$ cat config.mk
export PLATFORM = sky130hd
export DESIGN_NAME = cci_control
export DESIGN_NICKNAME = d
export VERILOG_FILES = /design/src/hdl/cci_pkg.sv /design/src/hdl/cci_sync.sv /design/src/hdl/cci_control.sv
export SDC_FILE = /design/constraint.sdc
export NUM_CORES = 1
export LEC_CHECK = 0
export CAP_MARGIN = 20
export CORE_MARGIN = 2
export CORE_UTILIZATION = 63
export CTS_CLUSTER_DIAMETER = 60
export DETAILED_ROUTE_END_ITERATION = 8
export DONT_BUFFER_PORTS = 1
export PLACE_DENSITY_LB_ADDON = 0.12
export SLEW_MARGIN = 20
export SYNTH_ARGS = -nofsm -noshare
export SYNTH_HDL_FRONTEND = slang
export SYNTH_SLANG_ARGS = --single-unit
$ cat constraint.sdc
create_clock -name clk -period 2.3 [get_ports clk]
set_input_delay 0 -clock clk [delete_from_list [all_inputs] [get_ports clk]]
set_output_delay 0 -clock clk [all_outputs]
set_load 0.005 [all_outputs]
$ cat src/hdl/cci_pkg.sv
package cci_pkg;
  localparam int CCI_SYNC_STAGES = 2;
  localparam int CCI_RESET_MIN_CYCLES = 4;
  localparam logic [7:0] CCI_NMI_VECTOR_TYPE = 8'h02;
  localparam logic [2:0] CCI_STATUS_PASSIVE = 3'h7;
  localparam logic [2:0] CCI_STATUS_RESET = 3'h7;
  localparam logic CCI_MODE_MAX_LEVEL = 1'b0;

  typedef enum logic [4:0] {
    CCI_IDLE = 5'h01,
    CCI_ONE = 5'h02,
    CCI_TWO = 5'h04,
    CCI_THREE = 5'h08,
    CCI_WAIT = 5'h10
  } cci_bus_e;
endpackage : cci_pkg

$ cat src/hdl/cci_sync.sv
module cci_sync
  import cci_pkg::*;
#(
  parameter int STAGES = CCI_SYNC_STAGES,
  parameter logic RESET_VALUE = 1'b0
)
(
  input wire logic clk,
  input wire logic reset,
  input wire logic async_in,
  output logic sync_out
);
  logic [STAGES-1:0] chain_q;
  logic [STAGES-1:0] chain_d;

  // Fewer than two stages leaves metastability open
  if (STAGES < 2) begin : g_bad_stages
    $error("cci_sync needs at least two stages");
  end

  // Shift chain, only the last stage is read
  always_comb begin
    chain_d = {chain_q[STAGES-2:0], async_in};
  end

  always_ff @(posedge clk) begin
    if (reset) begin
      chain_q <= {STAGES{RESET_VALUE}};
    end else begin
      chain_q <= chain_d;
    end
  end

  assign sync_out = chain_q[STAGES-1];
endmodule : cci_sync

$ cat src/hdl/cci_control.sv
// Operation
// - Maskable request sampled at instruction end
// - Maskable request ignored when enable cleared
// - Wait instruction idles until release low
// - Release input synchronized every rising clock edge
// - Edge interrupt yields type two vector
// - Rising edge interrupts at instruction end
// - Edge interrupt cannot be masked
// - Reset abandons all activity except wait_hold at next rising edge
// - Release of reset restarts execution
// - Mode input low selects maximum mode
// - Status valid T4-T2, passive T3/ready wait
// - Status change in T4 starts cycle
// - Return to passive ends bus cycle
module cci_control
  import cci_pkg::*;
#(
  parameter int SYNC_STAGES = CCI_SYNC_STAGES
)
(
  input wire logic clk,
  input wire logic reset,
  input wire logic ready,
  input wire logic maskable_irq_request,
  input wire logic wait_release_n,
  input wire logic nmi_request,
  input wire logic min_max_select,
  input wire logic irq_enable,
  input wire logic instr_last_cycle,
  input wire logic wait_instr_active,
  input wire logic bus_request,
  input wire logic [2:0] bus_request_code,
  output logic irq_take,
  output logic nmi_take,
  output logic [7:0] nmi_vector_type,
  output logic wait_hold,
  output logic restart,
  output logic max_mode,
  output logic bus_status_bit2,
  output logic bus_status_bit1,
  output logic bus_status_bit0,
  output logic bus_cycle_end
);
  logic irq_s;
  logic rel_s;
  logic nmi_s;
  logic rst_s;
  logic mode_s;
  logic nmi_prev_q;
  logic nmi_prev_d;
  logic nmi_pend_q;
  logic nmi_pend_d;
  logic rst_prev_q;
  logic rst_prev_d;
  logic [2:0] status_q;
  logic [2:0] status_d;
  logic [2:0] code_q;
  logic [2:0] code_d;
  logic max_q;
  logic max_d;
  logic end_q;
  logic end_d;
  cci_bus_e state_q;
  cci_bus_e state_d;

  // Synchronizers need two stages or more
  if (SYNC_STAGES < 2) begin : g_bad_sync
    $error("cci_control needs at least two sync stages");
  end

  cci_sync #(
    .STAGES(SYNC_STAGES),
    .RESET_VALUE(1'b0)
  ) u_irq (
    .clk(clk),
    .reset(reset),
    .async_in(maskable_irq_request),
    .sync_out(irq_s)
  );

  cci_sync #(
    .STAGES(SYNC_STAGES),
    .RESET_VALUE(1'b1)
  ) u_rel (
    .clk(clk),
    .reset(reset),
    .async_in(wait_release_n),
    .sync_out(rel_s)
  );

  cci_sync #(
    .STAGES(SYNC_STAGES),
    .RESET_VALUE(1'b0)
  ) u_nmi (
    .clk(clk),
    .reset(reset),
    .async_in(nmi_request),
    .sync_out(nmi_s)
  );

  cci_sync #(
    .STAGES(SYNC_STAGES),
    .RESET_VALUE(1'b0)
  ) u_rst (
    .clk(clk),
    .reset(1'b0),
    .async_in(reset),
    .sync_out(rst_s)
  );

  cci_sync #(
    .STAGES(SYNC_STAGES),
    .RESET_VALUE(1'b0)
  ) u_mode (
    .clk(clk),
    .reset(reset),
    .async_in(min_max_select),
    .sync_out(mode_s)
  );

  always_comb begin
    nmi_prev_d = nmi_s;
    nmi_pend_d = nmi_pend_q;
    if (nmi_s && !nmi_prev_q) begin
      nmi_pend_d = 1'b1;
    end else if (instr_last_cycle) begin
      nmi_pend_d = 1'b0;
    end
    rst_prev_d = rst_s;
    max_d = (mode_s == CCI_MODE_MAX_LEVEL);
  end

  assign nmi_take = instr_last_cycle && (nmi_pend_q || (nmi_s && !nmi_prev_q));
  assign nmi_vector_type = CCI_NMI_VECTOR_TYPE;
  assign irq_take = instr_last_cycle && irq_s && irq_enable && !nmi_take;
  assign wait_hold = wait_instr_active && rel_s;
  assign restart = rst_prev_q && !rst_s;
  assign max_mode = max_q;

  always_comb begin
    state_d = state_q;
    status_d = CCI_STATUS_PASSIVE;
    code_d = code_q;
    end_d = 1'b0;
    unique case (state_q)
      CCI_IDLE: begin
        if (bus_request && max_q) begin
          state_d = CCI_ONE;
          status_d = bus_request_code;
          code_d = bus_request_code;
        end
      end
      CCI_ONE: begin
        state_d = CCI_TWO;
        status_d = code_q;
      end
      CCI_TWO: begin
        state_d = ready ? CCI_IDLE : CCI_THREE;
        status_d = CCI_STATUS_PASSIVE;
        end_d = 1'b1;
      end
      CCI_THREE: begin
        state_d = ready ? CCI_IDLE : CCI_WAIT;
      end
      CCI_WAIT: begin
        state_d = ready ? CCI_IDLE : CCI_WAIT;
      end
      default: begin
        state_d = CCI_IDLE;
      end
    endcase
  end

  assign bus_cycle_end = end_q;
  assign bus_status_bit2 = status_q[2];
  assign bus_status_bit1 = status_q[1];
  assign bus_status_bit0 = status_q[0];

  // Interrupt, reset and mode state
  always_ff @(posedge clk) begin
    if (reset) begin
      nmi_prev_q <= 1'b0;
      nmi_pend_q <= 1'b0;
      rst_prev_q <= 1'b0;
      max_q <= 1'b0;
    end else begin
      nmi_prev_q <= nmi_prev_d;
      nmi_pend_q <= nmi_pend_d;
      rst_prev_q <= rst_prev_d;
      max_q <= max_d;
    end
  end

  // Bus cycle state
  always_ff @(posedge clk) begin
    if (reset) begin
      status_q <= CCI_STATUS_RESET;
      code_q <= CCI_STATUS_PASSIVE;
      end_q <= 1'b0;
      state_q <= CCI_IDLE;
    end else begin
      status_q <= status_d;
      code_q <= code_d;
      end_q <= end_d;
      state_q <= state_d;
    end
  end
endmodule : cci_control

# Yosys cells after proc, flatten, opt, wreduce, memory -nomap -nowiden
# Index checks and enable logic that the tools add are counted.
# op_classes
addsub	0
multipliers	0
n_div	0
magnitude_cmp	0
n_eq_ne	6
shifts	0
n_mux	9
bitwise	1
reduce_logical	15
# op_table
cell	n
$pmux W5 S4	1
$mux W5	2
$logic_and A1 B1 Y1	8
$pmux W3 S2	1
$eq A5 B1 Y1 const B	1
$eq A5 B2 Y1 const B	1
$eq A5 B3 Y1 const B	1
$eq A5 B4 Y1 const B	1
$eq A5 B5 Y1 const B	1
$mux W4	1
$logic_not A1 Y1	3
$mux W1	3
$mux W3	1
$ne A2 B2 Y1 const B	1
$reduce_and A2 Y1	1
$reduce_bool A2 Y1	1
$reduce_or A2 Y1	1
$logic_or A1 B1 Y1	1
$not A1 Y1	1
# word_totals
ff_bits	26
latchBits	0
mem_bits_rw	0
romBits	0
output_inout_bits	17
elab_cells	44
mem_count	0

# Longest topological paths before layout
# Gate-level depths: netlist of run 1.
# logic_depth
ltp_word	6
mapped_depth	4
ltp_nobuf	3

# Modules after synthesis
# A second synthesis of run 1 with hierarchy kept.
# hier_totals
hier_cells	100
hier_area_um2	1001.0
# modules_own_cells
mod	n_inst	cells_per_inst	area_each_um2	seq_area_each_um2
cci_control	1	80	738.2	320.3
cci_sync	5	4	52.6	40.0

# Worst setup path after synthesis of run 1
# Ideal clock, no wire load.
# synth_timing
path_kind	register -> register
start	register state_q[2]
end	register code_q[0]
setup_time_ns	0.122
t_arrival_ns	1.169
slack_ns	1.009
path_stages_with_launch	4
path_buffers	0
synth_period_minus_slack_ns	1.291
path_cell_list	dfxtp_1 > nor4_4 > a31oi_1 > a311o_1
# synth_via
elab_chain_cells	2
# synth_rtl
element	line_no	rtl
from (decl)	cci_control.sv:63	cci_bus_e state_q;
from (signal assigned)	cci_control.sv:205	state_q <= state_d;
$eq A5 B1 Y1	cci_control.sv:145	unique case (state_q)
$reduce_and A2 Y1 (no line)	-	
to (signal assigned)	cci_control.sv:203	code_q <= code_d;
to (decl)	cci_control.sv:57	logic [2:0] code_q;
# Every way passes these cells.
# A chain may end at the register's enable or synchronous reset.

# Worst setup path in the final report of run 1
# layout_timing
start	register state_q[2]
end	register status_q[0]
# layout_via
elab_chain_cells	2
word_cells_on_any_way	3
cone_classes	2 x eq/ne; 1 x mux
# layout_rtl
element	line_no	rtl
$eq A5 B2 Y1 or $eq A5 B1 Y1 (tied branches)	cci_control.sv:145	
$pmux W3 S2 *	cci_control.sv:145	
to (signal assigned)	cci_control.sv:202	status_q <= status_d;
to (decl)	cci_control.sv:55	logic [2:0] status_q;
# Mark *: on every way between the ends. The rest lies on a longest branch, timed or not.

==> results of run 1 <==
-- final cells by class --
class	instances	area, µm²
fill	123	380
clock inverter	1	30.0
sequential	26	520
clock buffer	3	22.5
tap	16	20.0
inverter	5	18.8
timing repair buffer	11	110
multi-input combinational	63	404
-- per-stage QoR --
stage,power (mW),utilization [%]
5_1_grt,0.904,74.8
3_3_place_gp,0.549,64.0
2_1_floorplan,0.558,-
4_1_cts,0.873,74.8
3_5_place_dp,0.550,64.0
6_report,0.861,74.8
-- logic make-up (layout without fill, tap and decap cells) --
group	count (synthesis)	in the layout	share of synthesized area, %
and+or+nand+nor	37	37	23.2
DFF	26	26	51.9
buffers and inverters	17	20	10.1
other	2	8	0.748
AOI/OAI and AO/OA	17	17	13.2
xor gates and xnor gates	1	1	0.873
-- state kept, by name, indices dropped and copies added (netlist names) --
register / cells
u_irq.chain_q: 2
u_nmi.chain_q: 2
state_q: 5
code_q: 3
u_rel.chain_q: 2
nmi_prev_q: 1
rst_prev_q: 1
bus_cycle_end: 1
nmi_pend_q: 1
max_mode: 1
u_rst.chain_q: 2
status_q: 3
u_mode.chain_q: 2
-- layer usage --
layer	GRT usage (%)	share of wire (%)
met5	0	0
met1	22.0	42
met3	6.25	8.7
met4	12.7	1.5
met2	31.5	48
-- final timing paths --
| kind | end | cells after the start |
|---|---|---|
| max | status_q[0] | 3 |
| min | wait_hold | 1 |
| max reg2reg | status_q[0] | 3 |
| min reg2reg | u_rst.chain_q[1] | 0 |
-- report_power, final --
group          internal, mW  switching (mW)
Sequential            0.473          0.0141
Clock                 0.176           0.124
Combinational        0.0380          0.0361
-- synthesized netlist by cell type (all sizes together) --
| cell type | instances |
|---|---|
| xor2 | 1 |
| and2 | 5 |
| nand2 | 1 |
| o31ai | 1 |
| o2111ai | 3 |
| nor3b | 1 |
| nor3 | 2 |
| and4 | 2 |
| a311o | 3 |
| a21oi | 1 |
| nand3 | 4 |
| dfxtp | 26 |
| inv | 5 |
| o21ai | 1 |
| nor2b | 12 |
| o211ai | 3 |
| conb | 2 |
| buf | 9 |
| or2 | 2 |
| and3 | 1 |
| a31oi | 4 |
| nor4 | 1 |
| nand2b | 2 |
| o2111a | 1 |
| clkbuf | 3 |
| nor2 | 4 |
==> impl_metrics.ini, run 1 <==
[sta]
rsz0062_at_grt = no
finClkSkew_ps = 4.57
tightest_slew_ps = 607
finalSetupTns_ps = 0
min_period_ps = 1470
fin_crit_sh_pct = 63.9
worst_hold_slack_ps = 118
finalHoldViolations = 0
relSlewSlack_pct = 59.4
setup_viol = 0
layout_setup_ws_ps = 829
fmax_ghz = 0.680
report.final.slew_viol_count = 0

[clock_network]
root_buffer = clkbuf_4
hold_buffers = 11
clk_latency_ps = 310
cts_resized = 0
cts_buffers = 3
h-tree-depth = 1
cts_tree = yes
cts_num_sinks = 26
post-cts-setup-buffers = 0
path_clk_slew_ps = 130
clk_path_buf_depth = 2

[critical_path]
cp.buffers_inverters = 0
path_class = reg -> reg
rrSetupSlack_ps = 830
crit_path_cell_trace = nor4_4 -> and2_1 -> o2111ai_1
reg2reg_from = state_q[2]
critPathArrivalTime_ps = 1670
crit_fanout = 8
setup.worst_path.start = state_q[2]
critPathTopFamily = simple AND/OR/NAND/NOR gates
slowest_delay_ps = 460
cp-end-kind = flop
required_ps = 2500
critPathSlowestCell = nor4_4
cp-start-kind = flop

[final_layout]
nets = 124
drive_above_1_share_pct = 6.42
final_cell_mix = 26 x dfxtp_1, 12 x nor2b_1, 11 x dlygate4sd3_1
area_growth_pct = 12.2
final_common_cell = dfxtp_1
fin_area_um2 = 1130
finalNonFillerCells = 125
n_antenna_cell = 0

[synthesis]
synthTopCellsByArea = dfxtp_1 52%, nor2b_1 7.5%, buf_4 6.0%
synth-seq-cells = 26
synth_cell_type_count = 27
avgSynthCellArea_um2 = 10.0
synth_area_um2 = 1000
synth_cells = 100
synth.top_cell.area_share_pct = 51.9
yosysTopAreaCell = dfxtp_1
yosysSeqAreaShare_pct = 51.9
yosysWarnings = 0

[place]
pre_cts_slack_ps = 860
dpl.hpwl_mm = 1.02
io_buffers = 0
place_congestion = 0.895
placedInstanceArea_um2 = 963
numPlacedInstances = 110

[global_route]
antenna_found_initial = 0
grt_max_degree = 20
grt-ovfl-total = 0
grt_pass1_wl_mm = 2.69
grt.total_usage_pct = 19.5
grt_pass1_vias = 640

[detailed_routing]
wirelength_mm = 1.63
avgViaCountPerCell = 5.67
wl_per_cell_um = 13.0
vias = 709
drc_errors = 0
ant_nets = 0
drtPass1Iterations = 4
drt_iter0_drc = 12

[power_and_ir_drop]
power.leakage_nw = 0.458
peakVddDrop_v = 0.000620
power_density_nw_per_um2 = 765

[floorplanning]
coreArea_um2 = 1510
die_w_um = 43.9
initial_core_util_pct = 66.6
dieArea_um2 = 1930
io_pins = 31
die_y_um = 43.9
rows = 14

[status]
status = finished, final reports clean

[min_path]
hp-start = wait_instr_active
hold_class = in -> out

[run]
drv_cap = 0
(Power assumes the default switching activity.)
==> run 2, diff against run 1 <==
--- a/config.mk
+++ b/config.mk
@@ -5,9 +5,10 @@
 export SDC_FILE = /design/constraint.sdc
 export NUM_CORES = 1
 export LEC_CHECK = 0
+export ABC_AREA = 1
 export CAP_MARGIN = 20
 export CORE_MARGIN = 2
-export CORE_UTILIZATION = 63
+export CORE_UTILIZATION = 53
 export CTS_CLUSTER_DIAMETER = 60
 export DETAILED_ROUTE_END_ITERATION = 8
 export DONT_BUFFER_PORTS = 1
==> constraint.sdc (replaced) <==
create_clock -name clk -period 1.3 [get_ports clk]
set_input_delay 0 -clock clk [delete_from_list [all_inputs] [get_ports clk]]
set_output_delay 0 -clock clk [all_outputs]
set_load 0.005 [all_outputs]
==> run 2 against run 1 <==
  * Clock-buffer cell count is 1 higher
  * Critical path depth is 1 higher
  * Wire length is 2.9% lower
  * Sequential power is 76% higher
  * Total power is 65% higher
  * Clock skew is 3.3 ps lower
  * Critical endpoint is now irq_take
  * Largest cell class unchanged
  * Largest power group unchanged
==> impl_metrics.ini, run 2 <==
[status]
status = finished, final reports clean

[clock_network]
h-tree-depth = 1
cts_tree = yes
cts_num_sinks = 26
clk_latency_ps = 310
cts_buffers = 3
root_buffer = clkbuf_4
clk_path_buf_depth = 2
path_clk_slew_ps = 130

[synthesis]
avgSynthCellArea_um2 = 7.69
yosys-top-cells-count = 27 x nand2_1, 26 x dfxtp_1, 22 x inv_1, 20 x nor2_1
yosysMostFrequentCell = nand2_1
yosysSeqAreaShare_pct = 48.7
synth_cells = 139
synth-seq-cells = 26
synth_edf_count = 0
async_flop_share_pct = 0
yosysWarnings = 0
synth-main-ff-cell = dfxtp_1
synth_area_um2 = 1070
synthTopCellsByArea = dfxtp_1 49%, nand2_1 9.5%, inv_1 7.7%
yosysTopAreaCell = dfxtp_1
synth_cell_type_count = 19
synth.top_cell.area_share_pct = 48.7

[place]
place_congestion = 0.797
dpl.hpwl_mm = 1.17
placedInstanceArea_um2 = 1050
io_buffers = 0

[critical_path]
rr_endpoint = code_q[2]
slowest_delay_ps = 330
critPathArrivalTime_ps = 1180
critPathTopFamily = flip-flops
crit_path_cell_trace = inv_1 -> or2_1 -> a21oi_1 -> nor2_1
reg2reg_from = state_q[2]
cp-start-kind = flop
cp.buffers_inverters = 1
cp-endpoint = irq_take
setup.worst_path.start = u_nmi.chain_q[1]
rrSetupSlack_ps = 180
ff2ff_path_depth = 6
critPathSlowestCell = dfxtp_1
required_ps = 1300
path_class = reg -> out
cp-end-kind = output port
cp.depth = 4
crit_fanout = 2

[power_and_ir_drop]
p_switching_mw = 0.339
p_int_mw = 1.08
pwr-share-seq_pct = 60.4
peakVddDrop_v = 0.00101
p_sw_share_pct = 23.9
power.leakage_nw = 0.588
power_density_nw_per_um2 = 1190
power_frac_comb_pct = 12.2
pwr-share-clk_pct = 27.5

[final_layout]
drive_above_1_share_pct = 9.40
n_antenna_cell = 0
final_cell_mix = 27 x nand2_1, 26 x dfxtp_1, 22 x inv_1
largest_reg_flops = 5
nets = 164
area_growth_pct = 11.6
final_common_cell = nand2_1
reg_top3 = state_q x5, code_q x3, status_q x3
largest_register = state_q
fin_area_um2 = 1190

[sta]
min_period_ps = 1180
setup_viol = 0
fmax_ghz = 0.847
relSlewSlack_pct = 53.1
finalSetupTns_ps = 0
finalHoldViolations = 0
finClkSkew_ps = 1.30
report.final.slew_viol_count = 0
tightest_slew_ps = 704
rsz0062_at_grt = no
fin_crit_sh_pct = 90.8

[detailed_routing]
drtPass1Iterations = 4
ant_nets = 0
wl_per_cell_um = 8.99
wirelength_mm = 1.58
vias = 781
avgViaCountPerCell = 4.44
drc_errors = 0
drt_iter0_drc = 13

[floorplanning]
coreArea_um2 = 1920
rows = 16
initial_core_util_pct = 55.6
die_y_um = 48.9
dieArea_um2 = 2390
io_pins = 31
die_w_um = 48.9

[global_route]
grt.total_usage_pct = 14.1
grt-ovfl-total = 0
grt_max_degree = 21
grt_pass1_wl_mm = 2.69
antenna_found_initial = 0
grt_pass1_vias = 681

[min_path]
worstHoldPathCells = 2
hold_class = in -> out

[run]
drv_cap = 0
[run 2: how the worst min path moves through the flow]
| stage | start | endpoint |
|---|---|---|
| after floorplan | reset | u_rst.chain_q[0] |
| after global placement | reset | u_rst.chain_q[0] |
| after detailed placement | reset | u_rst.chain_q[0] |
| after CTS | wait_instr_active | wait_hold |
| after global routing | wait_instr_active | wait_hold |
| final | wait_instr_active | wait_hold |
[run 2: cell families after synthesis]
logic type | after synthesis | share of synthesized area (%)
DFF | 26 | 48.7
buffers and inverters | 33 | 14.8
and+or+nand+nor | 75 | 34.2
AOI/OAI and AO/OA | 3 | 1.64
other | 2 | 0.703
[run 2: worst register-to-register path, stage by stage, from the launching register on]
cell	delay, ps
dfxtp_1	390
nor2_4	170
nand2_4	80
nor2_8	140
nand2_2	100
nand2_1	70
nand3_1	60
[run 2: timing repair]
item,CTS,global route
hold buffers,10,0
buffers inserted,0,0
resized for setup,0,1
setup endpoints to repair,0,1
hold endpoints to repair,25,0
[run 2: layout make-up]
class / count / area [µm²]
Inverter: 23 / 86.3
Fill cell: 163 / 729
Multi-Input combinational cell: 86 / 413
Sequential cell: 26 / 520
Timing Repair Buffer: 10 / 103
Tap cell: 27 / 33.8
Clock buffer: 4 / 36.3
[run 2: power by group through the flow]
| stage | clock [mW] | combinational [mW] | sequential [mW] |
|---|---|---|---|
| 5_1_grt | 0.435 | 0.197 | 0.862 |
| 3_5_place_dp | 0 | 0.139 | 0.877 |
| 4_1_cts | 0.407 | 0.174 | 0.859 |
| 2_1_floorplan | 0 | 0.146 | 0.871 |
| 3_3_place_gp | 0 | 0.134 | 0.877 |
| 6_report | 0.390 | 0.173 | 0.858 |
[run 2: per-stage QoR]
stage	std cells	total power [mW]	util [%]	worst slack, ps	hold slack [ps]
floorplan	145	1.02	-	292	27.7
global placement	162	1.01	54.8	232	28.6
detailed placement	162	1.02	54.8	199	28.7
CTS	176	1.44	61.9	83.1	82.7
global route	176	1.49	62.0	32.8	94.3
finish	176	1.42	62.0	120	83.4
[run 2: layer usage]
metal  up-vias  wire [µm]  GRT usage (%)
met4         0          0           1.43
met2        29        784           26.9
met3         0         72           4.60
met5         -          0              0
li1        417          -              -
met1       335        726           15.5
==> run 3, diff against run 2 <==
--- a/config.mk
+++ b/config.mk
@@ -5,7 +5,7 @@
 export SDC_FILE = /design/constraint.sdc
 export NUM_CORES = 1
 export LEC_CHECK = 0
-export ABC_AREA = 1
+export ABC_AREA = 0
 export CAP_MARGIN = 20
 export CORE_MARGIN = 2
 export CORE_UTILIZATION = 53
==> run 3 against run 2 <==
  * Via count down 13%
  * Total power up 8.2%
  * Clock power up 37%
  * Sequential share of layout area up 0.33 points
  * Sequential power up 0.7%
  * Design area up 0.21%
  * Combinational power down 19%
  * Core utilization up 6.4 points
  * Wire length up 2.2%
  * Die area down 5.6%
  * First-iteration DRC count down 31%
==> impl_metrics.ini, run 3 (same netlist as run 1, synthesis figures left out) <==
[status]
status = finished, final reports clean

[critical_path]
critPathArrivalTime_ps = 1480
cp.buffers_inverters = 1
crit_fanout = 6
cp-start-kind = flop
path_class = reg -> reg
critPathSlowestCell = dfxtp_2
slowest_delay_ps = 370
required_ps = 1520
critPathTopFamily = flip-flops
cp-end-kind = flop
crit_path_cell_trace = nor4_4 -> buf_4 -> a31oi_1 -> a311o_1

[power_and_ir_drop]
power_density_nw_per_um2 = 1290
p_int_mw = 1.22
power_frac_comb_pct = 9.1
p_sw_share_pct = 20.4
peakVddDrop_v = 0.000972
finalPower_mw = 1.54
pwr-share-seq_pct = 56.2
pwr-share-clk_pct = 34.7
power.leakage_nw = 0.494
p_switching_mw = 0.313

[sta]
finalHoldViolations = 0
fin_crit_sh_pct = 97.4
finalSetupTns_ps = 0
finClkSkew_ps = 5.80
layout_setup_ws_ps = 33.5
tightest_slew_ps = 639
relSlewSlack_pct = 57.3
min_period_ps = 1270
report.final.slew_viol_count = 0
fmax_ghz = 0.790
setup_viol = 0

[place]
place_congestion = 0.819
numPlacedInstances = 125
placedInstanceArea_um2 = 1020
pre_cts_slack_ps = -57.0
dpl.hpwl_mm = 1.12
io_buffers = 0

[final_layout]
final_cell_mix = 22 x dfxtp_1, 12 x nor2b_1, 10 x dlygate4sd3_1
n_antenna_cell = 0
finalNonFillerCells = 140
multi_input_area_um2 = 414
drive_above_1_share_pct = 18.3
final_common_cell = dfxtp_1
largest_reg_flops = 5
fillers = 140
area_growth_pct = 19.1
largest_register = state_q
fin_area_um2 = 1190
reg_top3 = state_q x5, code_q x3, status_q x3
nets = 130
regArea_um2 = 526

[detailed_routing]
ant_nets = 0
avgViaCountPerCell = 4.87
drc_errors = 0
drtPass1Iterations = 4
wirelength_mm = 1.62
drt_iter0_drc = 9
wl_per_cell_um = 11.6
vias = 682

[clock_network]
h-tree-depth = 1
clk_latency_ps = 310
cts_tree = yes
clk_path_buf_depth = 2
path_clk_slew_ps = 140
cts_buffers = 3
cts_num_sinks = 26
root_buffer = clkbuf_4

[global_route]
grt-ovfl-total = 0
grt_pass1_wl_mm = 2.59
grt_pass1_vias = 629
antenna_found_initial = 0
grt.total_usage_pct = 16.4
grt_max_degree = 20

[run]
drv_cap = 0

[floorplanning]
die_y_um = 47.5
die_w_um = 47.5
rows = 15
io_pins = 31
initial_core_util_pct = 57.5
dieArea_um2 = 2260
coreArea_um2 = 1750

[min_path]
hold_class = in -> reg
==> run 3: cell types whose count changed in the layout (fill, tap and decap cells not counted), sizes merged, moves of 4 or more <==
cell and change:
or2 -4, nor2 -21, and2 +5, nand3 -5, buf +7, a31oi +4, inv -18, nand2 -30
nor2b +12
==> run 3: metal layers <==
| layer | track usage, % | vias up | wire (µm) |
|---|---|---|---|
| met5 | 0 | - | 0 |
| met4 | 7.22 | 0 | 21 |
| met3 | 3.77 | 2 | 63 |
| met2 | 23.8 | 19 | 752 |
| met1 | 23.3 | 300 | 781 |
| li1 | - | 361 | - |
==> run 3: final cells by class <==
type | count | share of cell area [%]
Clock buffer | 3 | 1.88
Clock inverter | 1 | 2.51
Inverter | 5 | 1.57
Multi-Input combinational cell | 63 | 34.7
Sequential cell | 26 | 44.0
Tap cell | 25 | 2.62
Timing Repair Buffer | 17 | 12.8
==> run 3: power groups by stage <==
stage                     combinational [mW]  clock (mW)  sequential [mW]
after CTS                              0.134       0.548            0.863
after global routing                   0.157       0.582            0.870
final                                  0.140       0.533            0.864
after global placement                0.0985           0            0.879
after detailed placement               0.102           0            0.880
after floorplan                        0.119           0            0.869
==> run 3: tightest hold or removal path: stages <==
cell and delay (ps):
nand2_1 130, o211ai_1 100, o2111ai_1 90
==> run 3: final timing paths <==
kind | startpoint | to | slack (ps) | depth (start not counted)
worst max-delay path | state_q[2] | code_q[0] | 30 | 4
worst min-delay path | bus_request | status_q[1] | 40 | 3
worst max register to register | state_q[2] | code_q[0] | 30 | 4
worst min register to register | u_rst.chain_q[0] | u_rst.chain_q[1] | 340 | 0
==> run 3: timing repair <==
action	CTS	global route
pin swaps	5	2
endpoints found under the setup margin	8	11
resized for setup	2	6
gates cloned	0	0
hold buffers	10	0
buffers inserted	0	1
endpoints found under the hold margin	25	0
==> run 3: through the flow <==
step | util, % | hold slack, ps
after floorplan | - | 27.7
after global placement | 58.4 | 28.9
after detailed placement | 58.4 | 28.7
after CTS | 67.3 | 10.5
after global routing | 68.5 | 27.9
final | 68.5 | 38.0
